### src/p4mux_pkg.sv
// Register map, field positions and decode helpers for the port 4 pin mux
package p4mux_pkg;

	localparam int unsigned P4MUX_ADDR_W = 8;

	localparam logic [7:0] ADDR_LATCH  = 8'h00;
	localparam logic [7:0] ADDR_DIR    = 8'h04;
	localparam logic [7:0] ADDR_ROUTE  = 8'h08;
	localparam logic [7:0] ADDR_TIMER  = 8'h0c;
	localparam logic [7:0] ADDR_SERIAL = 8'h10;
	localparam logic [7:0] ADDR_PINS   = 8'h14;
	localparam logic [7:0] ADDR_FUNC   = 8'h18;

	localparam logic [7:0]  LATCH_RST  = 8'h00;
	localparam logic [7:0]  DIR_RST    = 8'h00;
	localparam logic [31:0] ROUTE_RST  = 32'h0000_0000;
	localparam logic [31:0] TIMER_RST  = 32'h0000_0000;
	localparam logic [31:0] SERIAL_RST = 32'h0000_0000;

	// Writable bits; the rest read back as zero
	localparam logic [31:0] ROUTE_MASK  = 32'h0000_01ff;
	localparam logic [31:0] TIMER_MASK  = 32'h01ff_01ff;
	localparam logic [31:0] SERIAL_MASK = 32'h0000_1f07;

	// Route register fields
	localparam int unsigned RT_PWM_A   = 0;
	localparam int unsigned RT_PWM_B   = 1;
	localparam int unsigned RT_S1_CLK  = 2;
	localparam int unsigned RT_I2C_EN  = 3;
	localparam int unsigned RT_I2C_RA  = 4;
	localparam int unsigned RT_I2C_RB  = 5;
	localparam int unsigned RT_IRQ7_PS = 6;
	localparam int unsigned RT_IRQ7_EN = 7;
	localparam int unsigned RT_T0_CLK  = 8;

	// Timer register fields (low bit of each field)
	localparam int unsigned TM_T0_CCLR = 0;
	localparam int unsigned TM_T0_OS   = 2;
	localparam int unsigned TM_T0_CKS  = 6;
	localparam int unsigned TM_T1_CCLR = 16;
	localparam int unsigned TM_T1_OS   = 18;
	localparam int unsigned TM_T1_CKS  = 22;

	// Serial register fields
	localparam int unsigned SR_S1_CKE_LO = 0;
	localparam int unsigned SR_S1_CKE_HI = 1;
	localparam int unsigned SR_S1_SYNC   = 2;
	localparam int unsigned SR_S2_CKE_LO = 8;
	localparam int unsigned SR_S2_CKE_HI = 9;
	localparam int unsigned SR_S2_SYNC   = 10;
	localparam int unsigned SR_S2_RE     = 11;
	localparam int unsigned SR_S2_TE     = 12;

	localparam logic [1:0] CCLR_PIN_RESET = 2'h3;
	localparam logic [2:0] CKS_EXT_FIRST  = 3'h5;

	// Clock-select codes from CKS_EXT_FIRST upward pick an external clock
	function automatic logic is_ext_clock(input logic [2:0] cks);
		is_ext_clock = (cks >= CKS_EXT_FIRST);
	endfunction

endpackage

### src/p4mux_pin_drv.sv
// Registered output driver for one port pin
`timescale 1ns/1ps
module p4mux_pin_drv
	import p4mux_pkg::*;
(
	input  wire logic ref_clk,
	input  wire logic srst,
	input  wire logic gp_dir,
	input  wire logic gp_val,
	input  wire logic fn_in,
	input  wire logic fn_out,
	input  wire logic fn_od,
	input  wire logic fn_val,
	output logic      pin_out,
	output logic      pin_oe
);

	logic nxt_out;
	logic nxt_oe;
	logic out_ff;
	logic oe_ff;

	// Peripheral input wins, then peripheral output, then general I/O
	always_comb
	begin
		nxt_out = gp_val;
		nxt_oe  = gp_dir;
		if (fn_in)
		begin
			nxt_out = 1'b0;
			nxt_oe  = 1'b0;
		end
		else if (fn_out && fn_od)
		begin
			// Open drain: only ever pulls low, bus resistor gives the high
			nxt_out = 1'b0;
			nxt_oe  = ~fn_val;
		end
		else if (fn_out)
		begin
			nxt_out = fn_val;
			nxt_oe  = 1'b1;
		end
	end

	always_ff @(posedge ref_clk)
	begin
		if (srst)
		begin
			out_ff <= 1'b0;
			oe_ff  <= 1'b0;
		end
		else
		begin
			out_ff <= nxt_out;
			oe_ff  <= nxt_oe;
		end
	end

	assign pin_out = out_ff;
	assign pin_oe  = oe_ff;

endmodule

### src/p4mux_in_route.sv
// Gated, registered path from a pin to one peripheral input
`timescale 1ns/1ps
module p4mux_in_route
	import p4mux_pkg::*;
#(
	parameter logic IDLE = 1'b0
)
(
	input  wire logic ref_clk,
	input  wire logic srst,
	input  wire logic pin_level,
	input  wire logic route_en,
	output logic      periph_in
);

	logic in_ff;

	// Pin is watched whatever it drives, so a peripheral can see its own output
	always_ff @(posedge ref_clk)
	begin
		if (srst)
			in_ff <= IDLE;
		else
			in_ff <= route_en ? pin_level : IDLE;
	end

	assign periph_in = in_ff;

endmodule

### src/p4mux_top.sv
// Port 4 general I/O with per-pin peripheral function selection, APB registers
//
// The implementer's own choices: the APB register port and the address map.
`timescale 1ns/1ps
// Summary of operation
// - Eight-bit read/write output latch feeds general output pins, resets to zero.
// - Latch read gives latch bit where direction is one, else pin level.
// - PWM B enable puts PWM channel 1 on pin 7, else general I/O.
// - PWM A enable puts PWM channel 0 on pin 6, else general I/O.
// - Pin 5 is general I/O and feeds timer 1 reset when clear-select is 11.
// - Any timer 1 output-select bit puts its compare output on pin 4.
// - Pin 3 serial 1 clock in or out when routed, by clock enables and sync.
// - Pin 3 feeds timer 1 external clock when its clock select is external.
// - With I2C route on, pin 2 is open-drain I2C data line.
// - Without I2C, pin 2 is serial 2 clock in or out, else general I/O.
// - Pin 2 as general output or serial 2 clock output is push-pull.
// - Pin 2 feeds interrupt 7 when its pin-select and enable are both set.
// - Pin 2 feeds timer 0 reset when its clear-select is 11.
// - Pin 1: serial 2 receive first, then timer 0 compare out, else general.
// - Serial 2 transmit enable puts transmit data on pin 0, else general I/O.
// - Pin 0 feeds timer 0 clock when route bit is zero and select external.
// - Write-only direction bits, reset zero, make general pins outputs when set.
module p4mux_top
	import p4mux_pkg::*;
(
	input  wire logic                    ref_clk,
	input  wire logic                    srst,
	input  wire logic                    psel,
	input  wire logic                    penable,
	input  wire logic                    pwrite,
	input  wire logic [P4MUX_ADDR_W-1:0] paddr,
	input  wire logic [31:0]             pwdata,
	output logic      [31:0]             prdata,
	output logic                         pready,
	output logic                         pslverr,
	input  wire logic [7:0]              pin_in,
	output logic      [7:0]              pin_out,
	output logic      [7:0]              pin_oe,
	input  wire logic                    pwm_ch1_out,
	input  wire logic                    pwm_ch0_out,
	input  wire logic                    timer1_compare_out,
	input  wire logic                    timer0_compare_out,
	input  wire logic                    serial1_clock_out,
	input  wire logic                    serial2_clock_out,
	input  wire logic                    serial2_transmit_out,
	input  wire logic                    i2c_data_out,
	output logic                         timer1_reset_in,
	output logic                         timer0_reset_in,
	output logic                         timer1_ext_clock_in,
	output logic                         timer0_ext_clock_in,
	output logic                         serial1_clock_in,
	output logic                         serial2_clock_in,
	output logic                         serial2_receive_in,
	output logic                         i2c_data_in,
	output logic                         ext_interrupt7_in_n
);

	logic [7:0]  latch_ff;
	logic [7:0]  dir_ff;
	logic [31:0] route_ff;
	logic [31:0] timer_ff;
	logic [31:0] serial_ff;
	logic [31:0] prdata_ff;
	logic [31:0] nxt_prdata;
	logic [7:0]  port_read;
	logic        wr_acc;
	logic        rd_setup;
	logic [7:0]  fn_in;
	logic [7:0]  fn_out;
	logic [7:0]  fn_od;
	logic [7:0]  fn_val;
	logic        i2c_route_active;
	logic [1:0]  t0_cclr;
	logic [3:0]  t0_os;
	logic [2:0]  t0_cks;
	logic [1:0]  t1_cclr;
	logic [3:0]  t1_os;
	logic [2:0]  t1_cks;
	logic        s1_route;
	logic        s1_cke_hi;
	logic        s1_clk_out;
	logic        s2_cke_hi;
	logic        s2_clk_out;
	logic        s2_re;
	logic        s2_te;

	function automatic logic addr_hit(input logic [P4MUX_ADDR_W-1:0] a);
		addr_hit = (a == ADDR_LATCH) || (a == ADDR_DIR) || (a == ADDR_ROUTE)
			|| (a == ADDR_TIMER) || (a == ADDR_SERIAL) || (a == ADDR_PINS)
			|| (a == ADDR_FUNC);
	endfunction

	// Zero-wait slave: read data is captured in the setup cycle
	assign pready   = 1'b1;
	assign pslverr  = psel && penable && !addr_hit(paddr);
	assign prdata   = prdata_ff;
	assign wr_acc   = psel && penable && pwrite;
	assign rd_setup = psel && !penable && !pwrite;

	always_ff @(posedge ref_clk)
	begin
		if (srst)
			latch_ff <= LATCH_RST;
		else if (wr_acc && paddr == ADDR_LATCH)
			latch_ff <= pwdata[7:0];
	end

	always_ff @(posedge ref_clk)
	begin
		if (srst)
			dir_ff <= DIR_RST;
		else if (wr_acc && paddr == ADDR_DIR)
			dir_ff <= pwdata[7:0];
	end

	always_ff @(posedge ref_clk)
	begin
		if (srst)
			route_ff <= ROUTE_RST;
		else if (wr_acc && paddr == ADDR_ROUTE)
			route_ff <= pwdata & ROUTE_MASK;
	end

	always_ff @(posedge ref_clk)
	begin
		if (srst)
			timer_ff <= TIMER_RST;
		else if (wr_acc && paddr == ADDR_TIMER)
			timer_ff <= pwdata & TIMER_MASK;
	end

	always_ff @(posedge ref_clk)
	begin
		if (srst)
			serial_ff <= SERIAL_RST;
		else if (wr_acc && paddr == ADDR_SERIAL)
			serial_ff <= pwdata & SERIAL_MASK;
	end

	// Output pins read back their latch, input pins their level
	assign port_read = (latch_ff & dir_ff) | (pin_in & ~dir_ff);

	always_comb
	begin
		nxt_prdata = 32'h0000_0000;
		unique case (paddr)
			ADDR_LATCH:  nxt_prdata = {24'h00_0000, port_read};
			ADDR_ROUTE:  nxt_prdata = route_ff;
			ADDR_TIMER:  nxt_prdata = timer_ff;
			ADDR_SERIAL: nxt_prdata = serial_ff;
			ADDR_PINS:   nxt_prdata = {24'h00_0000, pin_in};
			ADDR_FUNC:   nxt_prdata = {8'h00, fn_od, fn_in, fn_out};
			default:     nxt_prdata = 32'h0000_0000;
		endcase
	end

	always_ff @(posedge ref_clk)
	begin
		if (srst)
			prdata_ff <= 32'h0000_0000;
		else if (rd_setup)
			prdata_ff <= nxt_prdata;
	end

	// Field decode
	assign t0_cclr    = timer_ff[TM_T0_CCLR +: 2];
	assign t0_os      = timer_ff[TM_T0_OS +: 4];
	assign t0_cks     = timer_ff[TM_T0_CKS +: 3];
	assign t1_cclr    = timer_ff[TM_T1_CCLR +: 2];
	assign t1_os      = timer_ff[TM_T1_OS +: 4];
	assign t1_cks     = timer_ff[TM_T1_CKS +: 3];
	assign s1_route   = route_ff[RT_S1_CLK];
	assign s1_cke_hi  = serial_ff[SR_S1_CKE_HI];
	assign s1_clk_out = serial_ff[SR_S1_SYNC] || serial_ff[SR_S1_CKE_LO];
	assign s2_cke_hi  = serial_ff[SR_S2_CKE_HI];
	assign s2_clk_out = serial_ff[SR_S2_SYNC] || serial_ff[SR_S2_CKE_LO];
	assign s2_re      = serial_ff[SR_S2_RE];
	assign s2_te      = serial_ff[SR_S2_TE];
	// Software is trusted to clear the serial 2 clock bits too
	assign i2c_route_active = route_ff[RT_I2C_EN] && !route_ff[RT_I2C_RA]
		&& !route_ff[RT_I2C_RB];

	always_comb
	begin
		fn_in  = 8'h00;
		fn_out = 8'h00;
		fn_od  = 8'h00;
		fn_val = 8'h00;
		fn_out[7] = route_ff[RT_PWM_B];
		fn_val[7] = pwm_ch1_out;
		fn_out[6] = route_ff[RT_PWM_A];
		fn_val[6] = pwm_ch0_out;
		fn_out[4] = |t1_os;
		fn_val[4] = timer1_compare_out;
		if (s1_route)
		begin
			fn_in[3]  = s1_cke_hi;
			fn_out[3] = !s1_cke_hi && s1_clk_out;
		end
		fn_val[3] = serial1_clock_out;
		if (i2c_route_active)
		begin
			fn_out[2] = 1'b1;
			fn_od[2]  = 1'b1;
			fn_val[2] = i2c_data_out;
		end
		else
		begin
			fn_in[2]  = s2_cke_hi;
			fn_out[2] = !s2_cke_hi && s2_clk_out;
			fn_val[2] = serial2_clock_out;
		end
		// Receive owns the pin even if a compare output is also selected
		fn_in[1]  = s2_re;
		fn_out[1] = !s2_re && (|t0_os);
		fn_val[1] = timer0_compare_out;
		fn_out[0] = s2_te;
		fn_val[0] = serial2_transmit_out;
	end

	genvar gi;
	generate
		for (gi = 0; gi < 8; gi++)
		begin : g_pin
			p4mux_pin_drv u_drv (
				.ref_clk (ref_clk),
				.srst    (srst),
				.gp_dir  (dir_ff[gi]),
				.gp_val  (latch_ff[gi]),
				.fn_in   (fn_in[gi]),
				.fn_out  (fn_out[gi]),
				.fn_od   (fn_od[gi]),
				.fn_val  (fn_val[gi]),
				.pin_out (pin_out[gi]),
				.pin_oe  (pin_oe[gi])
			);
		end
	endgenerate

	p4mux_in_route #(.IDLE(1'b0)) u_t1_rst (
		.ref_clk   (ref_clk),
		.srst      (srst),
		.pin_level (pin_in[5]),
		.route_en  (t1_cclr == CCLR_PIN_RESET),
		.periph_in (timer1_reset_in)
	);
	p4mux_in_route #(.IDLE(1'b0)) u_t1_clk (
		.ref_clk   (ref_clk),
		.srst      (srst),
		.pin_level (pin_in[3]),
		.route_en  (is_ext_clock(t1_cks)),
		.periph_in (timer1_ext_clock_in)
	);
	p4mux_in_route #(.IDLE(1'b0)) u_s1_clk (
		.ref_clk   (ref_clk),
		.srst      (srst),
		.pin_level (pin_in[3]),
		.route_en  (fn_in[3]),
		.periph_in (serial1_clock_in)
	);
	p4mux_in_route #(.IDLE(1'b1)) u_i2c (
		.ref_clk   (ref_clk),
		.srst      (srst),
		.pin_level (pin_in[2]),
		.route_en  (i2c_route_active),
		.periph_in (i2c_data_in)
	);
	p4mux_in_route #(.IDLE(1'b0)) u_s2_clk (
		.ref_clk   (ref_clk),
		.srst      (srst),
		.pin_level (pin_in[2]),
		.route_en  (fn_in[2]),
		.periph_in (serial2_clock_in)
	);
	// Interrupt input is active low, so it idles high while unrouted
	p4mux_in_route #(.IDLE(1'b1)) u_irq7 (
		.ref_clk   (ref_clk),
		.srst      (srst),
		.pin_level (pin_in[2]),
		.route_en  (route_ff[RT_IRQ7_PS] && route_ff[RT_IRQ7_EN]),
		.periph_in (ext_interrupt7_in_n)
	);
	p4mux_in_route #(.IDLE(1'b0)) u_t0_rst (
		.ref_clk   (ref_clk),
		.srst      (srst),
		.pin_level (pin_in[2]),
		.route_en  (t0_cclr == CCLR_PIN_RESET),
		.periph_in (timer0_reset_in)
	);
	// Receive line idles at mark level while the receiver is off
	p4mux_in_route #(.IDLE(1'b1)) u_rxd (
		.ref_clk   (ref_clk),
		.srst      (srst),
		.pin_level (pin_in[1]),
		.route_en  (s2_re),
		.periph_in (serial2_receive_in)
	);
	p4mux_in_route #(.IDLE(1'b0)) u_t0_clk (
		.ref_clk   (ref_clk),
		.srst      (srst),
		.pin_level (pin_in[0]),
		.route_en  (!route_ff[RT_T0_CLK] && is_ext_clock(t0_cks)),
		.periph_in (timer0_ext_clock_in)
	);
endmodule

### config.mk
export PLATFORM = sky130hd
export DESIGN_NAME = p4mux_top
export DESIGN_NICKNAME = d
export VERILOG_FILES = /design/src/p4mux_pkg.sv /design/src/p4mux_pin_drv.sv /design/src/p4mux_in_route.sv /design/src/p4mux_top.sv
export SDC_FILE = /design/constraint.sdc
export NUM_CORES = 1
export LEC_CHECK = 0
export BUFFER_PORTS_ARGS = -buffer_cell sky130_fd_sc_hd__buf_2
export CORE_ASPECT_RATIO = 1.75
export CORE_MARGIN = 2
export CORE_UTILIZATION = 41
export DETAILED_ROUTE_END_ITERATION = 8
export GPL_TIMING_DRIVEN = 1
export PLACE_DENSITY = 0.63
export SYNTH_ARGS = -nofsm -noshare
export SYNTH_HDL_FRONTEND = slang
export SYNTH_HIERARCHICAL = 1
export SYNTH_SLANG_ARGS = --single-unit
### constraint.sdc
create_clock -name ref_clk -period 2.3 [get_ports ref_clk]
set_input_delay 0.23 -clock ref_clk [delete_from_list [all_inputs] [get_ports ref_clk]]
set_output_delay 0.23 -clock ref_clk [all_outputs]
set_load 0.02 [all_outputs]
Word-level counts from Yosys, hierarchy flattened
Cells that the tools add are included.

Output and inout port bits: 59. ROM bits: 0. Word-level logic and storage cells: 128. Bits in registers: 108. Bits of input ports: 61. Latch bits: 0. RAM bits: 0. Memories: 0.

Eq/ne operators: 8. Mux-type cells: 22. Magnitude comparators: 2. Add/subtract/negate cells: 0. Bitwise logic cells: 14. Shift-type cells: 0. Reductions and logical operators: 51. Divide/modulo/power cells: 0. $mul: 0.

Operators with widths (count): case mux 25 bit (6 select lines) (1); equality test 8 x 5 -> 1 bit, second input constant (3); OR reduction 2 bit (12); two-way mux 1 bit (21); logical AND 1 bit (18); AND 8 bit (2); equality test 8 x 4 -> 1 bit, second input constant (2); inverter 1 bit (10); logical NOT 1 bit (9); equality test 8 x 3 -> 1 bit, second input constant (1); logical NOT 8 bit (1); logical OR 1 bit (8); inverter 8 bit (1); bitwise OR 8 bit (1); OR reduction 4 bit (2); >= comparator 3 bit, second input constant (2); equality test 2 bit, second input constant (2); OR reduction 3 bit (1).

Logic depth before layout (Yosys ltp)
Depth in word-level cells: 9. Gate-level depth with buffers: 8. Depth with buffers taken out: 4.

By module
Netlist, hierarchy kept.

By module, submodules not included: p4mux_top (cells each 403, seq. area each 1461.4 sq um, times used 1, area an instance 3465.8 sq um); p4mux_pin_drv (cells each 8, seq. area each 40.0 sq um, times used 8, area an instance 83.8 sq um); p4mux_in_route (cells each 2, seq. area each 20.0 sq um, times used 9, area an instance 28.8 sq um).

Worst setup path before layout
OpenSTA, ideal clock, no wires.

Path kind: input port to flip-flop. Start: input paddr[0]. End: register latch_ff[7]. Cell stages on the path: 6. Setup slack: 0.541 ns. Data arrival time: 1.631 ns. Data required time: 2.172 ns. Library setup time: 0.128 ns. Path buffers: 2. Path through: buf_2 or4_4 buf_6 nor3_4 mux2i_1 nor2_1.

Longest elaborated chain between the ends: 2.

Ends and longest elaborated chain: from (decl) (line p4mux_top.sv:31) `input wire logic [P4MUX_ADDR_W-1:0] paddr,`; logical NOT 8 bit (line p4mux_top.sv:104) `else if (wr_acc && paddr == ADDR_LATCH)`; logical AND 1 bit (line p4mux_top.sv:104); to (signal assigned) (line p4mux_top.sv:105) `latch_ff <= pwdata[7:0];`; to (decl) (line p4mux_top.sv:58) `logic [7:0] latch_ff;`.

No other way between the ends. A chain may end at the register's enable or synchronous reset.

Worst setup path after layout
Start: register timer_ff[18]. End: register prdata_ff[4] (netlist: prdata[4]).

Longest elaborated chain between the ends: 2.

Ends and longest elaborated chain: from (decl) (line p4mux_top.sv:61) `logic [31:0] timer_ff;`; from (signal assigned) (line p4mux_top.sv:129) `timer_ff <= pwdata & TIMER_MASK;`; OR reduction 4 bit (line p4mux_top.sv:193) `fn_out[4] = |t1_os;`; via fn_out[4] (line p4mux_top.sv:69) `logic [7:0] fn_out;`; case mux 25 bit (6 select lines) (line p4mux_top.sv:146) `unique case (paddr)`; to (signal assigned) (line p4mux_top.sv:162) `prdata_ff <= nxt_prdata;`; to (decl) (line p4mux_top.sv:63) `logic [31:0] prdata_ff;`.

The timed path passes the listed nets, and every way through them passes these cells.

==> impl_metrics.env <==
export IMPL_crit_chain="or4_1 > mux2_2 > a221oi_1 > a21oi_1"
export IMPL_global_route_overflow_total=0
export IMPL_die_area_um2=11600
export IMPL_maxSlewViolCount=0
export IMPL_power_frac_clock_pct=43.4
export IMPL_initial_core_utilization_pct=41.6
export IMPL_io_pins=120
export IMPL_grt_start_max_net_pins=63
export IMPL_drive_gt1_share_pct=24.7
export IMPL_vias_per_cell=5.34
export IMPL_worst_setup_path_start="timer_ff[18]$_SDFFE_PP0P_"
export IMPL_worst_hold_slack_ps=105
export IMPL_routabilityCongestion=0.911
export IMPL_min_path_type="primary input to flip-flop"
export IMPL_post_cts_setup_buffers=0
export IMPL_final_nets=675
export IMPL_setup_violations=0
export IMPL_critical_path_peak_fanout=5
export IMPL_final_hold_viol_count=0
export IMPL_yosysUniqueCellTypes=55
export IMPL_place_hpwl_mm=9.37
export IMPL_wl_mm=12.6
export IMPL_die_h_um=141
export IMPL_flow_area_growth_from_synthesis_pct=23.4
export IMPL_die_width_um=82.3
export IMPL_multi_input_area_um2=2350
export IMPL_cp_end_kind="flip-flop"
export IMPL_dr_total_vias=4000
export IMPL_critical_path_slowest_cell="or4_1"
export IMPL_placeableCoreArea_um2=10600
export IMPL_post_cts_resized_instances=0
export IMPL_cts_htree_levels=3
export IMPL_netSwitchingFraction_pct=26.0
export IMPL_finalCriticalPeriod_ps=1790
export IMPL_post_route_drc_count=0
export IMPL_num_rows=50
export IMPL_layout_filler_cells=1007
export IMPL_postSynth_asyncResetShare_pct=0
export IMPL_layout_cells_most_common_list="98 x dfxtp_1, 98 x buf_2, 63 x nand2_1"
export IMPL_max_clock_buf_depth=2
export IMPL_switchingPower_uw=894
export IMPL_normalized_max_slew_margin_pct=49.4
export IMPL_grt_first_pass_wirelength_mm=19.6
export IMPL_worst_skew_pair_late_latency_ps=350
export IMPL_crit_path_start_kind="flip-flop"
export IMPL_arrival_ps=2020
export IMPL_synth_cell_area_um2=4400
export IMPL_worst_setup_path_type="flip-flop to flip-flop"
export IMPL_cts_root_buf="clkbuf_16"
export IMPL_antenna_cells=0
export IMPL_max_cap_violations=0
export IMPL_yosysWarnings=6
export IMPL_seq_area_frac_synth_pct=44.6
export IMPL_drt_pre_antenna_iters=5
export IMPL_place_port_buffers=98
export IMPL_slowest_delay_ps=630
export IMPL_antenna_violations_before_repair=1
export IMPL_routed_wire_length_per_instance_um=16.9
export IMPL_cts_tree="built"
export IMPL_synthCells=485
export IMPL_worst_ep_required_time_ps=2530
export IMPL_drt_first_iter_violations=271
export IMPL_internal_power_mw=2.55
export IMPL_fin_crit_sh_pct=77.9
export IMPL_powerDensity_nw_per_um2=635
export IMPL_share_seq_of_total_power_pct=49.5
export IMPL_hold_path_startpoint="pwdata[24]"
export IMPL_setup_tns_final_ps=0
export IMPL_post_layout_total_power_mw=3.44
export IMPL_rsz0062_at_grt="false"
export IMPL_tritoncts_num_sinks=98
export IMPL_max_freq_mhz=558
export IMPL_global_route_usage_over_all_layers_pct=22.3
export IMPL_synth_edff_count=0
export IMPL_numCtsBuffers=9
export IMPL_r2r_start="timer_ff[18]$_SDFFE_PP0P_"
export IMPL_worstMarginPinSlew_ps=753
export IMPL_synthesis_area_per_instance_um2=9.06
export IMPL_final_setup_skew_ps=9.18
export IMPL_grt_pass1_vias=3878
export IMPL_cts_reportedPaths_clkPinSlew_ps=80
export IMPL_holdBufCountCts=0
export IMPL_static_leakage_power_nw=2.19
export IMPL_power_combinational_fraction_pct=7.0
export IMPL_area_sequential_um2=1960
export IMPL_yosys_most_used_dff="dfxtp_1"
export IMPL_synth_seq_cells=98
export IMPL_status="finished clean"
export IMPL_drtAntennaViolNets=0
export IMPL_power_ir_vdd_worst_uv=503
[Yosys cell counts (all sizes together) (7+ instances only)]
master	instances	area share, %
nand2	63	5.4
nand3b	11	1.9
buf	23	3.7
a211oi	10	1.7
o21ai	15	1.7
nor2	53	4.5
mux2i	35	8.0
nor3	7	1.4
nor4	11	2.7
a22oi	14	2.4
nand2b	8	1.1
and3	12	1.7
clkbuf	15	1.3
a21oi	33	3.8
dfxtp	98	45
[final timing paths]
check	to	depth (start not counted)	slack (ps)
setup / recovery	prdata[4]$_SDFFE_PP0P_	4	510
setup reg to reg	prdata[4]$_SDFFE_PP0P_	4	510
hold reg to reg	prdata[11]$_SDFFE_PP0P_	2	450
hold / removal	timer_ff[24]$_SDFFE_PP0P_	3	110
[registers in the layout, indices dropped and copies added, names as in the netlist]
name,count
dir_ff,8
g_pin.u_drv/pin_oe,8
g_pin.u_drv/pin_out,8
latch_ff,8
prdata,22
route_ff,9
serial_ff,8
timer_ff,18
u_i2c/periph_in,1
u_irq7/periph_in,1
u_rxd/periph_in,1
u_s1_clk/periph_in,1
u_s2_clk/periph_in,1
u_t0_clk/periph_in,1
u_t0_rst/periph_in,1
u_t1_clk/periph_in,1
u_t1_rst/periph_in,1
[cells by family after synthesis]
family,after synthesis,synth area share [%]
flops,98,44.6
xor+xnor,1,0.199
mux,39,9.00
simple gates,207,26.5
compound gates,97,14.3
other cells,2,0.171
buf+inv,41,5.24
[stage by stage]
stage / cells / util [%] / worst slack (ps) / area (um^2)
floorplan: 524 / - / 541 / 4540
global placement: 733 / 48.5 / 360 / 5130
detailed placement: 733 / 48.5 / 309 / 5130
CTS: 749 / 51.3 / 549 / 5420
global route: 749 / 51.3 / 491 / 5420
finish: 749 / 51.3 / 508 / 5420
[layout make-up]
type,count,share of cell area (%)
multi-input combinational,385,43.3
sequential,98,36.2
timing repair buffer,117,11.9
clock buffer,9,4.15
tap,130,3.00
clock inverter,7,1.22
inverter,3,0.208
[metal layers]
metal	GRT usage (%)	wire length (um)
met5	0	0
met4	10.4	446
met3	3.33	623
met2	40.1	6890
met1	24.6	4680
[critical path, delay by kind of cell, from the launching register on]
family	cells	cell delay (ps)
and+or+nand+nor	1	630
AOI/OAI and AO/OA	2	400
DFF	1	330
muxes	1	310
[power by group through the flow]
stage / combinational [mW] / sequential [mW] / clock, mW
global route: 0.261 / 1.71 / 1.59
finish: 0.242 / 1.71 / 1.50
floorplan: 0.133 / 1.75 / 0
detailed placement: 0.238 / 1.75 / 0
global placement: 0.235 / 1.75 / 0
CTS: 0.239 / 1.71 / 1.52
No activity file was read; power rests on OpenSTA's default activity.
